[src/clk_sel_defines.svh]
// Offsets, field positions, reset values and timing figures of the switching clock select.
`ifndef CLK_SEL_DEFINES_SVH
`define CLK_SEL_DEFINES_SVH
`define PCLK_NS        100
`define PCLK_KHZ       10000
`define SYS_KHZ        8000
`define N_MIN          6
`define N_MAX          40
`define REQ_MIN_KHZ    200
`define REQ_MAX_KHZ    1333
`define F_LOW_KHZ      200
`define F_OPEN_KHZ     400
`define F_HIGH_KHZ     1000
`define F_OUT_KHZ      400
`define EXT_MIN_PER_NS 714
`define EXT_MAX_PER_NS 5000
`define DET_WIN_NS     20000
`define LOSS_NS        10000
`define LOCK_EDGES     3
`define START_CYC      4
`define RES_ENTRIES    19
`define REG_CTRL       8'h00
`define REG_FSET       8'h04
`define REG_STAT       8'h08
`define REG_FRB        8'h0c
`define CTRL_PROG_BIT  0
`define FSET_RESET     16'h0190
`define STAT_MODE_LSB  0
`define STAT_STATE_LSB 2
`define STAT_TAKEN_BIT 5
`define STAT_LEVEL_BIT 6
`define FRB_PER_LSB    0
`define FRB_N_LSB      8
`define FRB_KHZ_LSB    16
`endif

[src/clk_sel_pkg.sv]
// Types and shared arithmetic of the switching clock select.
`include "clk_sel_defines.svh"
package clk_sel_pkg;
    typedef enum logic [2:0] {
        ST_OFF      = 3'h0,
        ST_DETECT   = 3'h1,
        ST_LOCKED   = 3'h3,
        ST_INTERNAL = 3'h2,
        ST_HOLD     = 3'h6
    } sel_state_t;
    typedef enum logic [1:0] {
        MODE_AUTO   = 2'h0,
        MODE_INPUT  = 2'h1,
        MODE_OUTPUT = 2'h2
    } sync_mode_t;
    // Converts kHz to pclk cycles and back, rounded; zero gives all ones.
    function automatic logic [15:0] recip_pclk(input logic [15:0] v);
        logic [16:0] q;
        q = 17'h0;
        if (v == 16'h0)
            return 16'hffff;
        q = (17'(`PCLK_KHZ) + 17'(v >> 1)) / 17'(v);
        return q[15:0];
    endfunction
endpackage

[src/sync_edge_meter.sv]
// Synchroniser, rising edge finder and edge spacing meter for the sync pin.
`timescale 1ns/1ps
`default_nettype none
module sync_edge_meter (
    input  wire logic       pclk,
    input  wire logic       presetn,
    input  wire logic       pin,
    output logic            level,
    output logic            rise,
    output logic [7:0]      period,
    output logic [7:0]      since
);
    logic       s1_q, s2_q, s3_q;
    logic [7:0] since_q, since_d, period_q, period_d;

    assign level  = s2_q;
    assign rise   = s2_q & ~s3_q;
    assign period = period_q;
    assign since  = since_q;

    // The spacing saturates so a stopped clock reads as a long, not a short, period.
    always_comb
    begin
        since_d  = (since_q == 8'hff) ? since_q : since_q + 8'h01;
        period_d = period_q;
        if (rise)
        begin
            since_d  = 8'h00;
            period_d = (since_q == 8'hff) ? since_q : since_q + 8'h01;
        end
    end

    always_ff @(posedge pclk or negedge presetn)
    begin
        if (!presetn)
        begin
            s1_q     <= 1'b0;
            s2_q     <= 1'b0;
            s3_q     <= 1'b0;
            since_q  <= 8'hff;
            period_q <= 8'hff;
        end
        else
        begin
            s1_q     <= pin;
            s2_q     <= s1_q;
            s3_q     <= s2_q;
            since_q  <= since_d;
            period_q <= period_d;
        end
    end
endmodule
`default_nettype wire

[src/freq_lut.sv]
// Resistor lookup and nearest 8 MHz divisor for a programmed frequency.
`timescale 1ns/1ps
`default_nettype none
`include "clk_sel_defines.svh"
module freq_lut (
    input  wire logic [4:0]  res_code,
    input  wire logic [15:0] req_khz,
    output logic [7:0]       res_period,
    output logic [5:0]       prog_n,
    output logic [7:0]       prog_period
);
    localparam logic [15:0] RES_KHZ [`RES_ENTRIES] = '{
        16'd200, 16'd222, 16'd242, 16'd267, 16'd296, 16'd320, 16'd364,
        16'd400, 16'd421, 16'd471, 16'd533, 16'd571, 16'd615, 16'd727,
        16'd800, 16'd889, 16'd1000, 16'd1143, 16'd1333};

    logic [15:0] k, n_lo, n_hi, f_lo, f_hi, r;
    logic [31:0] p;

    // Codes past the table end clamp to its top entry.
    always_comb
    begin
        r = (res_code >= 5'(`RES_ENTRIES)) ? RES_KHZ[`RES_ENTRIES-1] : RES_KHZ[res_code];
        res_period = 8'(clk_sel_pkg::recip_pclk(r));
        k = req_khz;
        if (k < 16'(`REQ_MIN_KHZ))
            k = 16'(`REQ_MIN_KHZ);
        if (k > 16'(`REQ_MAX_KHZ))
            k = 16'(`REQ_MAX_KHZ);
        n_lo = 16'(`SYS_KHZ) / k;
        if (n_lo < 16'(`N_MIN))
            n_lo = 16'(`N_MIN);
        if (n_lo > 16'(`N_MAX))
            n_lo = 16'(`N_MAX);
        n_hi = (n_lo == 16'(`N_MAX)) ? n_lo : n_lo + 16'h1;
        f_lo = 16'(`SYS_KHZ) / n_lo;
        f_hi = 16'(`SYS_KHZ) / n_hi;
        // Nearest achievable frequency wins; a tie takes the higher one.
        if (f_lo >= k && (f_lo - k) > (k - f_hi))
            prog_n = n_hi[5:0];
        else
            prog_n = n_lo[5:0];
        p = (32'(prog_n) * 32'(`PCLK_KHZ) + 32'(`SYS_KHZ / 2)) / 32'(`SYS_KHZ);
        prog_period = p[7:0];
    end
endmodule
`default_nettype wire

[src/switching_clock_select.sv]
// Switching clock source selection, sync pin handling and APB registers.
//
// Added by the designer: the APB register port and the address map.
`timescale 1ns/1ps
`default_nettype none
`include "clk_sel_defines.svh"
module switching_clock_select (
    input  wire logic        pclk,
    input  wire logic        presetn,
    input  wire logic        psel,
    input  wire logic        penable,
    input  wire logic        pwrite,
    input  wire logic [7:0]  paddr,
    input  wire logic [31:0] pwdata,
    output logic [31:0]      prdata,
    output logic             pready,
    output logic             pslverr,
    input  wire logic        en_pin,
    input  wire logic        cfg_high_sense,
    input  wire logic        cfg_low_sense,
    input  wire logic        sync_high_sense,
    input  wire logic        sync_low_sense,
    input  wire logic        sync_res_sense,
    input  wire logic [4:0]  sync_res_code,
    input  wire logic        sync_in,
    output logic             sync_out,
    output logic             sync_oe,
    output logic             sw_clk,
    output logic             freq_locked
);
    // Derived counts; a short tolerance absorbs the two-flop sampling jitter.
    localparam int MIN_PER  = (`EXT_MIN_PER_NS + `PCLK_NS - 1) / `PCLK_NS - 1;
    localparam int MAX_PER  = `EXT_MAX_PER_NS / `PCLK_NS + 1;
    localparam int DET_CYC  = `DET_WIN_NS / `PCLK_NS;
    localparam int LOSS_CYC = `LOSS_NS / `PCLK_NS;
    logic [10:0] pin_s1_q, pin_s2_q;
    logic        en_s, cfg_h_s, cfg_l_s, syn_h_s, syn_l_s, res_s, level, rise;
    logic [4:0]  code_s;
    logic [5:0]  prog_n;
    clk_sel_pkg::sel_state_t state_q, state_d;
    clk_sel_pkg::sync_mode_t mode_q, mode_d;
    logic [2:0]  start_q, start_d;
    logic        taken_q, taken_d, ctrl_prog_q, ctrl_prog_d;
    logic [1:0]  good_q, good_d;
    logic [7:0]  period, since, res_period, prog_period, win_q, win_d;
    logic [7:0]  static_per_q, static_per_d, lock_per_q, lock_per_d, hold_per_q, hold_per_d;
    logic [7:0]  phase_q, phase_d, int_per;
    logic        sw_clk_d, sync_out_d, sync_oe_d, locked_d, osc;
    logic [15:0] fset_q, fset_d;
    logic [31:0] prdata_d, rd_val;
    logic        pready_d, pslverr_d, access, mapped;
    assign {en_s, cfg_h_s, cfg_l_s, syn_h_s, syn_l_s, res_s, code_s} = pin_s2_q;
    sync_edge_meter u_meter (
        .pclk    (pclk),
        .presetn (presetn),
        .pin     (sync_in),
        .level   (level),
        .rise    (rise),
        .period  (period),
        .since   (since)
    );
    freq_lut u_lut (
        .res_code    (code_s),
        .req_khz     (fset_q),
        .res_period  (res_period),
        .prog_n      (prog_n),
        .prog_period (prog_period)
    );
    function automatic logic in_range(input logic [7:0] p);
        return (p >= 8'(MIN_PER)) && (p <= 8'(MAX_PER));
    endfunction
    // Straps and static sync level are caught once after reset release.
    always_comb
    begin
        start_d      = start_q;
        taken_d      = taken_q;
        mode_d       = mode_q;
        static_per_d = static_per_q;
        if (!taken_q)
        begin
            start_d = start_q + 3'h1;
            if (start_q == 3'(`START_CYC))
            begin
                taken_d = 1'b1;
                mode_d = cfg_h_s ? clk_sel_pkg::MODE_OUTPUT :
                         cfg_l_s ? clk_sel_pkg::MODE_INPUT :
                         clk_sel_pkg::MODE_AUTO;
                if (cfg_h_s || cfg_l_s)
                    static_per_d = 8'(clk_sel_pkg::recip_pclk(16'(`F_OUT_KHZ)));
                else if (res_s)
                    static_per_d = res_period;
                else if (syn_h_s)
                    static_per_d = 8'(clk_sel_pkg::recip_pclk(16'(`F_HIGH_KHZ)));
                else if (syn_l_s)
                    static_per_d = 8'(clk_sel_pkg::recip_pclk(16'(`F_LOW_KHZ)));
                else
                    static_per_d = 8'(clk_sel_pkg::recip_pclk(16'(`F_OPEN_KHZ)));
            end
        end
    end
    always_ff @(posedge pclk or negedge presetn)
    begin
        if (!presetn)
        begin
            pin_s1_q     <= 11'h000;
            pin_s2_q     <= 11'h000;
            start_q      <= 3'h0;
            taken_q      <= 1'b0;
            mode_q       <= clk_sel_pkg::MODE_AUTO;
            static_per_q <= 8'h00;
        end
        else
        begin
            pin_s1_q     <= {en_pin, cfg_high_sense, cfg_low_sense, sync_high_sense,
                             sync_low_sense, sync_res_sense, sync_res_code};
            pin_s2_q     <= pin_s1_q;
            start_q      <= start_d;
            taken_q      <= taken_d;
            mode_q       <= mode_d;
            static_per_q <= static_per_d;
        end
    end
    // Source selection: detect, lock, internal, or holdover after a loss.
    always_comb
    begin
        state_d    = state_q;
        win_d      = win_q;
        good_d     = good_q;
        lock_per_d = lock_per_q;
        hold_per_d = hold_per_q;
        unique case (state_q)
            clk_sel_pkg::ST_OFF:
                if (taken_q && en_s)
                begin
                    win_d  = 8'h00;
                    good_d = 2'h0;
                    if (mode_q == clk_sel_pkg::MODE_OUTPUT)
                        state_d = clk_sel_pkg::ST_INTERNAL;
                    else
                        state_d = clk_sel_pkg::ST_DETECT;
                end
            clk_sel_pkg::ST_DETECT:
                if (!en_s)
                    state_d = clk_sel_pkg::ST_OFF;
                else
                begin
                    win_d = win_q + 8'h01;
                    if (rise)
                        good_d = in_range(period) ? good_q + 2'h1 : 2'h0;
                    if (rise && in_range(period) && good_q == 2'(`LOCK_EDGES - 1))
                    begin
                        state_d    = clk_sel_pkg::ST_LOCKED;
                        lock_per_d = period;
                    end
                    else if (win_q == 8'(DET_CYC - 1))
                        state_d = clk_sel_pkg::ST_INTERNAL;
                end
            clk_sel_pkg::ST_LOCKED:
                if (!en_s)
                    state_d = clk_sel_pkg::ST_OFF;
                else if (since >= 8'(LOSS_CYC) || (rise && !in_range(period)))
                begin
                    state_d    = clk_sel_pkg::ST_HOLD;
                    hold_per_d = lock_per_q;
                end
                else if (rise)
                    lock_per_d = period;
            clk_sel_pkg::ST_INTERNAL,
            clk_sel_pkg::ST_HOLD:
                if (!en_s)
                    state_d = clk_sel_pkg::ST_OFF;
            default:
                state_d = clk_sel_pkg::ST_OFF;
        endcase
    end
    always_ff @(posedge pclk or negedge presetn)
    begin
        if (!presetn)
        begin
            state_q    <= clk_sel_pkg::ST_OFF;
            win_q      <= 8'h00;
            good_q     <= 2'h0;
            lock_per_q <= 8'h00;
            hold_per_q <= 8'h00;
        end
        else
        begin
            state_q    <= state_d;
            win_q      <= win_d;
            good_q     <= good_d;
            lock_per_q <= lock_per_d;
            hold_per_q <= hold_per_d;
        end
    end
    // Oscillator; in output mode it runs from start-up so followers can lock early.
    always_comb
    begin
        int_per = (state_q == clk_sel_pkg::ST_LOCKED) ? lock_per_q :
                  (state_q == clk_sel_pkg::ST_HOLD) ? hold_per_q :
                  (mode_q == clk_sel_pkg::MODE_OUTPUT) ?
                  8'(clk_sel_pkg::recip_pclk(16'(`F_OUT_KHZ))) :
                  ctrl_prog_q ? prog_period : static_per_q;
        phase_d = (phase_q + 8'h01 >= int_per) ? 8'h00 : phase_q + 8'h01;
        if (state_q == clk_sel_pkg::ST_LOCKED && rise)
            phase_d = 8'h00;
        if (!taken_q || (state_q == clk_sel_pkg::ST_OFF &&
                         mode_q != clk_sel_pkg::MODE_OUTPUT))
            phase_d = 8'h00;
        osc        = phase_d < {1'b0, int_per[7:1]};
        sw_clk_d   = osc && state_q != clk_sel_pkg::ST_OFF &&
                     state_q != clk_sel_pkg::ST_DETECT;
        sync_oe_d  = taken_q && mode_q == clk_sel_pkg::MODE_OUTPUT;
        sync_out_d = osc && sync_oe_d;
        locked_d   = state_d == clk_sel_pkg::ST_LOCKED;
    end
    always_ff @(posedge pclk or negedge presetn)
    begin
        if (!presetn)
        begin
            phase_q     <= 8'h00;
            sw_clk      <= 1'b0;
            sync_out    <= 1'b0;
            sync_oe     <= 1'b0;
            freq_locked <= 1'b0;
        end
        else
        begin
            phase_q     <= phase_d;
            sw_clk      <= sw_clk_d;
            sync_out    <= sync_out_d;
            sync_oe     <= sync_oe_d;
            freq_locked <= locked_d;
        end
    end
    // APB slave with one wait state, so every answer comes from a flop.
    always_comb
    begin
        access      = psel && penable && !pready;
        mapped      = paddr == `REG_CTRL || paddr == `REG_FSET ||
                      paddr == `REG_STAT || paddr == `REG_FRB;
        ctrl_prog_d = ctrl_prog_q;
        fset_d      = fset_q;
        rd_val      = 32'h0;
        unique case (paddr)
            `REG_CTRL: rd_val[`CTRL_PROG_BIT] = ctrl_prog_q;
            `REG_FSET: rd_val[15:0] = fset_q;
            `REG_STAT:
            begin
                rd_val[`STAT_MODE_LSB +: 2]  = mode_q;
                rd_val[`STAT_STATE_LSB +: 3] = state_q;
                rd_val[`STAT_TAKEN_BIT]      = taken_q;
                rd_val[`STAT_LEVEL_BIT]      = level;
            end
            `REG_FRB:
            begin
                rd_val[`FRB_PER_LSB +: 8] = int_per;
                rd_val[`FRB_N_LSB +: 6]   = prog_n;
                rd_val[`FRB_KHZ_LSB +: 16] = clk_sel_pkg::recip_pclk(16'(int_per));
            end
            default: rd_val = 32'h0;
        endcase
        if (psel && penable && pready && pwrite && paddr == `REG_CTRL)
            ctrl_prog_d = pwdata[`CTRL_PROG_BIT];
        if (psel && penable && pready && pwrite && paddr == `REG_FSET)
            fset_d = pwdata[15:0];
        pready_d  = access;
        pslverr_d = access && !mapped;
        prdata_d  = (access && !pwrite) ? rd_val : 32'h0;
    end
    always_ff @(posedge pclk or negedge presetn)
    begin
        if (!presetn)
        begin
            ctrl_prog_q <= 1'b0;
            fset_q      <= `FSET_RESET;
            pready      <= 1'b0;
            pslverr     <= 1'b0;
            prdata      <= 32'h0;
        end
        else
        begin
            ctrl_prog_q <= ctrl_prog_d;
            fset_q      <= fset_d;
            pready      <= pready_d;
            pslverr     <= pslverr_d;
            prdata      <= prdata_d;
        end
    end
endmodule
`default_nettype wire

[config.mk]
export PLATFORM = sky130hd
export DESIGN_NAME = switching_clock_select
export DESIGN_NICKNAME = d
export VERILOG_FILES = /design/src/clk_sel_pkg.sv /design/src/sync_edge_meter.sv /design/src/freq_lut.sv /design/src/switching_clock_select.sv
export VERILOG_INCLUDE_DIRS = /design/src
export SDC_FILE = /design/constraint.sdc
export NUM_CORES = 1
export LEC_CHECK = 0
export BUFFER_PORTS_ARGS = -buffer_cell sky130_fd_sc_hd__clkbuf_2
export CAP_MARGIN = 30
export CORE_MARGIN = 2
export CORE_UTILIZATION = 25
export DETAILED_ROUTE_END_ITERATION = 6
export HOLD_SLACK_MARGIN = 0.06
export SYNTH_ARGS = -nofsm -noshare
export SYNTH_HDL_FRONTEND = slang
export SYNTH_SLANG_ARGS = --single-unit
[constraint.sdc]
create_clock -name pclk -period 90.7 [get_ports pclk]
set_input_delay 18.14 -clock pclk [delete_from_list [all_inputs] [get_ports pclk]]
set_output_delay 18.14 -clock pclk [all_outputs]
set_load 0.01 [all_outputs]
==> flow_metrics.py, run 1 <==
metrics = {
    "outcome": {
        "status": "finished clean",
    },
    "sta": {
        "relSlewSlack": 0.290,
        "setup_violations": 0,
        "drv_slew": 0,
        "final.setup_skew_ns": 0.0173,
        "final_hold_viol_count": 0,
        "fmaxAchievable_mhz": 11.6,
        "finalCriticalPeriod_ns": 86.13,
        "period_share": 0.950,
        "worst_pin_slew_ns": 1.06,
    },
    "logic_synthesis": {
        "synth_cell_types": 129,
        "yosysSeqAreaShare": 0.0937,
        "yosys_warnings": 0,
        "synth_top_flop_cell": "dfrtp_1",
        "ys_ff_latch": 147,
        "syn_area_per_cell_sq_um": 7.42,
        "netlist_instances": 5328,
        "syn-cell-area_sq_mm": 0.0395,
        "synth-async-reset-ratio": 1.00,
        "synth_edf_count": 0,
    },
    "clocking": {
        "path_clk_slew_ns": 0.08,
        "htree_levels": 4,
        "ctsHoldBuffers": 0,
        "cts_tree": "done",
        "clockBufferDepth": 2,
        "clock-root-buffer": "clkbuf_16",
        "clock_sinks": 147,
        "numCtsBuffers": 17,
        "clock_latency_ns": 0.51,
    },
    "placed_design": {
        "gp_routability_congestion": 0.900,
        "post-dp-hpwl_microns": 97900,
        "io_buffers": 78,
        "place_area_sq_mm": 0.0469,
        "dp.cells": 8041,
    },
    "global_route": {
        "grt_pass1_wl_microns": 197000,
        "grtUsageTotal": 0.145,
        "grt_pass1_vias": 40101,
        "antenna_found_initial": 4,
        "grt_overflow_total": 0,
        "grt_max_degree": 81,
    },
    "route": {
        "drt_wl_total_microns": 125000,
        "routed_via_density": 5.15,
        "firstDrtPassIters": 6,
        "dr.first_iter.drc_count": 2581,
        "vias": 42455,
        "drc_errors": 0,
        "wire_per_inst_microns": 15.2,
        "ant_nets": 0,
    },
    "cells_and_area": {
        "utilization": 0.325,
        "fin_nets": 6911,
        "num-fill-cells": 16440,
        "layout.cells.non_filler": 8237,
        "multiInputGateArea_sq_mm": 0.0372,
        "seq_area_sq_mm": 0.00370,
        "syn2layout_area_growth_pct": 28.9,
        "fin_area_sq_mm": 0.0509,
        "drive_above_1_share": 0.242,
    },
    "floorplan": {
        "die-area_sq_mm": 0.161,
        "core-area_sq_mm": 0.157,
        "pin_count": 95,
        "initial_core_util": 0.252,
        "die_x_microns": 402,
        "num_rows": 145,
        "die_h_microns": 402,
    },
    "setup_path": {
        "cp-end-kind": "flop",
        "arrival_ns": 86.51,
        "cpMostUsedCell": "o21a_1",
        "cpPeakStageDelay_ns": 0.63,
        "worst_path_max_delay_cell": "or4_4",
        "start_kind": "flop",
        "required_ns": 91.08,
        "cp_max_fo": 14,
        "critPathKind": "flop to flop",
    },
    "flow_run": {
        "max-cap-violations": 0,
    },
    "min_path": {
        "hp-class": "flop to flop",
    },
}
## flip-flops by register name (all words and copies together), names as in the netlist, 11 cells and up
| signal | count |
|---|---|
| prdata | 32 |
| fset_q | 16 |
| pin_s1_q | 11 |
| pin_s2_q | 11 |
## per-layer routing
| metal | track usage | vias up | wire length [microns] |
|---|---|---|---|
| met4 | 0.0408 | 0 | 2750 |
| met1 | 0.192 | 20018 | 58100 |
| li1 | - | 21434 | - |
| met5 | 0 | - | 0 |
| met3 | 0.0218 | 165 | 5800 |
| met2 | 0.244 | 838 | 58200 |
## layout make-up
| cell class | count | share of cell area |
|---|---|---|
| Clock buffer | 17 | 0.00835 |
| Sequential cell | 147 | 0.0727 |
| Timing Repair Buffer | 803 | 0.117 |
| Multi-Input combinational cell | 4957 | 0.729 |
| Inverter | 236 | 0.0175 |
| Clock inverter | 15 | 0.00395 |
| Tap cell | 2058 | 0.0505 |
| Antenna cell | 4 | 0.000196 |
## path summary, 6_finish.rpt
path	startpoint	to	slack, ns	depth (start not counted)
worst max-delay path	fset_q[12]$_DFFE_PN0P_	prdata[16]$_DFF_PN0_	4.57	502
worst min-delay path	pin_s1_q[4]$_DFF_PN0_	pin_s2_q[4]$_DFF_PN0_	0.35	0
worst max register to register	fset_q[12]$_DFFE_PN0P_	prdata[16]$_DFF_PN0_	4.57	502
worst min register to register	pin_s1_q[4]$_DFF_PN0_	pin_s2_q[4]$_DFF_PN0_	0.35	0
max in group asynchronous	presetn	u_meter.period[2]$_DFFE_PN1P_	71.66	3
min in group asynchronous	presetn	sync_out$_DFF_PN0_	17.68	1
## worst max-delay path, delay by kind of cell (launching register included)
kind	cells	cell delay (ns)
AOI/OAI and AO/OA	262	44.13
xor gates and xnor gates	4	0.76
adders and majority gates	47	13.71
buffers and inverters	36	4.83
DFF	1	0.41
muxes	6	1.71
and+or+nand+nor	147	20.38
## cells by family after synthesis
| logic type | Yosys count | share of synthesized area |
|---|---|---|
| flops | 147 | 0.0937 |
| other cells | 2 | 0.000190 |
| fa+ha+maj | 693 | 0.221 |
| compound gates | 1778 | 0.299 |
| xor+xnor | 304 | 0.0679 |
| simple gates | 1843 | 0.228 |
| buf+inv | 378 | 0.0382 |
| mux | 183 | 0.0520 |
## repair_timing
item,CTS,global route
resized for setup,47,505
endpoints found under the setup margin,1,4
setup buffers,7,150
cloned,0,3
pin swaps,9,228
## through the flow
step / hold WS, ns / setup TNS (ns) / setup slack (ns)
2_1_floorplan: 0.331 / 0 / 0.0139
3_3_place_gp: 0.337 / -0.316 / -0.316
3_5_place_dp: 0.340 / -1.33 / -1.33
4_1_cts: 0.361 / 0 / 0.0155
5_1_grt: 0.360 / -0.830 / -0.830
6_report: 0.347 / 0 / 4.57
## cells in the mapped netlist, drive strengths merged, types with 104 or more instances
library cell	number	area, sq um
ha	684	8560
nand2	441	1660
nor2	487	1830
o21a	247	1850
a21oi	464	2340
nand2b	128	803
nor3	234	1190
dfrtp	128	3200
clkbuf	104	390
xnor2	207	1830
o31ai	147	1120
mux2	149	1690
a21o	166	1250
nand3	115	581
inv	234	878
o21ai	365	1860
## cell usage in the layout (no fill, tap or decap), types with 84 or more instances in the layout
| cell type | instances |
|---|---|
| buf_4 | 699 |
| ha_1 | 654 |
| nor2_1 | 457 |
| nand2_1 | 427 |
| a21oi_1 | 359 |
| o21a_1 | 245 |
| o21ai_0 | 230 |
| inv_1 | 219 |
| nor3_1 | 216 |
| xnor2_1 | 202 |
| a21o_1 | 164 |
| conb_1 | 155 |
| mux2_2 | 139 |
| o31ai_1 | 130 |
| dfrtp_1 | 128 |
| nand2b_1 | 126 |
| nand3_1 | 109 |
| a21oi_2 | 97 |
| xor2_1 | 92 |
| o21ai_1 | 84 |
Power of run 1 is left out: the tool's default activity adds up to more than one toggle a clock period on the data nets, which glitch-free logic cannot reach.
==> run 2, diff against run 1 <==
==> constraint.sdc (replaced) <==
create_clock -name pclk -period 111.8 [get_ports pclk]
set_input_delay 22.36 -clock pclk [delete_from_list [all_inputs] [get_ports pclk]]
set_output_delay 22.36 -clock pclk [all_outputs]
set_load 0.01 [all_outputs]
==> run 2 against run 1 <==
Compared with the run above:
- core utilization is 4.5 points lower
- register-to-register slack improved by 4.2 ns
- flip-flop and latch count unchanged
- worst setup slack better by 4.2 ns
- via count decreased by 6.9%
- first-iteration DRC count fell by 6.4%
- non-clock buffer count fell by 648
- critical endpoint unchanged
==> flow_metrics.py, run 2 (synthesis results as in run 1) <==
metrics = {
    "outcome": {
        "status": "finished clean",
    },
    "flow_run": {
        "max-cap-violations": 0,
    },
    "sta": {
        "final_hold_viol_count": 0,
        "worst_pin_slew_ns": 1.03,
        "fmaxAchievable_mhz": 9.70,
        "setup_violations": 0,
        "period_share": 0.922,
        "whs_ns": 0.348,
        "relSlewSlack": 0.310,
        "finalCriticalPeriod_ns": 103.08,
        "drv_slew": 0,
        "final.setup_skew_ns": 0.0188,
    },
    "cells_and_area": {
        "reg.largest.list": "prdata x32, fset_q x16",
        "final_cell_mix": "ha_1, nor2_1, a21oi_1",
        "syn2layout_area_growth_pct": 11.2,
        "n_antenna_cell": 0,
        "fin_nets": 6262,
        "largest-register": "prdata",
        "layout_commonest_cell": "ha_1",
        "drive_above_1_share": 0.0966,
        "largest_reg_flops": 32,
    },
    "setup_path": {
        "start_kind": "flop",
        "worst_path_max_delay_cell": "or4_4",
        "critPathKind": "flop to flop",
        "r2r_cells": 477,
        "required_ns": 112.16,
        "cpMostUsedCell": "a21oi_1",
        "cp-end-kind": "flop",
        "cp_max_fo": 27,
        "cpPeakStageDelay_ns": 0.70,
        "arrival_ns": 103.44,
    },
    "route": {
        "routed_via_density": 5.21,
        "ant_nets": 0,
        "drt_wl_total_microns": 115000,
        "vias": 39520,
        "firstDrtPassIters": 6,
        "wire_per_inst_microns": 15.2,
        "dr.first_iter.drc_count": 2416,
        "drc_errors": 0,
    },
    "floorplan": {
        "die_h_microns": 402,
        "die-area_sq_mm": 0.161,
        "num_rows": 145,
        "pin_count": 95,
        "core-area_sq_mm": 0.157,
        "die_x_microns": 402,
        "initial_core_util": 0.252,
    },
    "clocking": {
        "cts_tree": "done",
        "clock_latency_ns": 0.50,
        "clock-root-buffer": "clkbuf_16",
        "htree_levels": 4,
        "clockBufferDepth": 2,
        "clock_sinks": 147,
        "numCtsBuffers": 17,
        "path_clk_slew_ns": 0.07,
    },
    "global_route": {
        "grt_max_degree": 88,
        "grt_pass1_wl_microns": 188000,
        "grtUsageTotal": 0.138,
        "antenna_found_initial": 3,
        "grt_pass1_vias": 37648,
        "grt_overflow_total": 0,
    },
    "placed_design": {
        "io_buffers": 78,
        "post-dp-hpwl_microns": 92300,
        "gp_routability_congestion": 0.896,
    },
    "min_path": {
        "whs_path_depth": 0,
        "hp-class": "flop to flop",
    },
}
==> run 2: path summary, 6_finish.rpt <==
kind,from,end,slack (ns)
max,fset_q[14]$_DFFE_PN0P_,prdata[16]$_DFF_PN0_,8.72
min,pin_s1_q[9]$_DFF_PN0_,pin_s2_q[9]$_DFF_PN0_,0.35
max reg2reg,fset_q[14]$_DFFE_PN0P_,prdata[16]$_DFF_PN0_,8.72
min reg2reg,pin_s1_q[9]$_DFF_PN0_,pin_s2_q[9]$_DFF_PN0_,0.35
max in group asynchronous,presetn,pslverr$_DFF_PN0_,88.44
min in group asynchronous,presetn,pin_s2_q[4]$_DFF_PN0_,21.88
==> run 2: layout make-up <==
class                      instances  area (sq um)
clock buffer                      18           429
clock inverter                    14           179
fill                           16895        113000
inverter                         236           893
multi-input combinational       4956         35200
sequential                       147          3700
tap                             2058          2570
timing repair buffer             155           976
==> run 2: what timing repair did <==
| action | CTS | global route |
|---|---|---|
| endpoints found under the setup margin | 0 | 3 |
| gates resized for setup | 0 | 52 |
| setup buffers | 0 | 13 |
| hold buffers | 0 | 0 |
==> run 2: per-layer routing <==
metal | vias to the layer above | part of all wire | global-route usage
met5 | - | 0.00023 | 0
met4 | 4 | 0.018 | 0.0320
met3 | 131 | 0.048 | 0.0202
met2 | 778 | 0.46 | 0.233
met1 | 18490 | 0.48 | 0.184
li1 | 20117 | - | -
==> run 2: worst max-delay path, delay by kind of cell (launching register included) <==
family / cells / cell delay, ns
AOI/OAI and AO/OA: 252 / 53.42
and+or+nand+nor: 140 / 26.77
adders and majority gates: 44 / 14.13
buffers and inverters: 27 / 3.90
muxes: 10 / 3.18
xor gates and xnor gates: 4 / 0.95
DFF: 1 / 0.39
==> run 2: metrics by stage <==
stage,setup slack [ns],cells,TNS (ns),utilization,instance area (sq um)
detailed placement,4.65,7539,0,0.275,43000
finish,8.72,7584,0,0.281,43900
floorplan,19.24,5481,0,-,40100
global route,-0.0471,7584,-0.0471,0.281,43900
CTS,4.12,7571,0,0.279,43600
global placement,5.19,7537,0,0.275,43000
Power of run 2 is left out for the same reason.
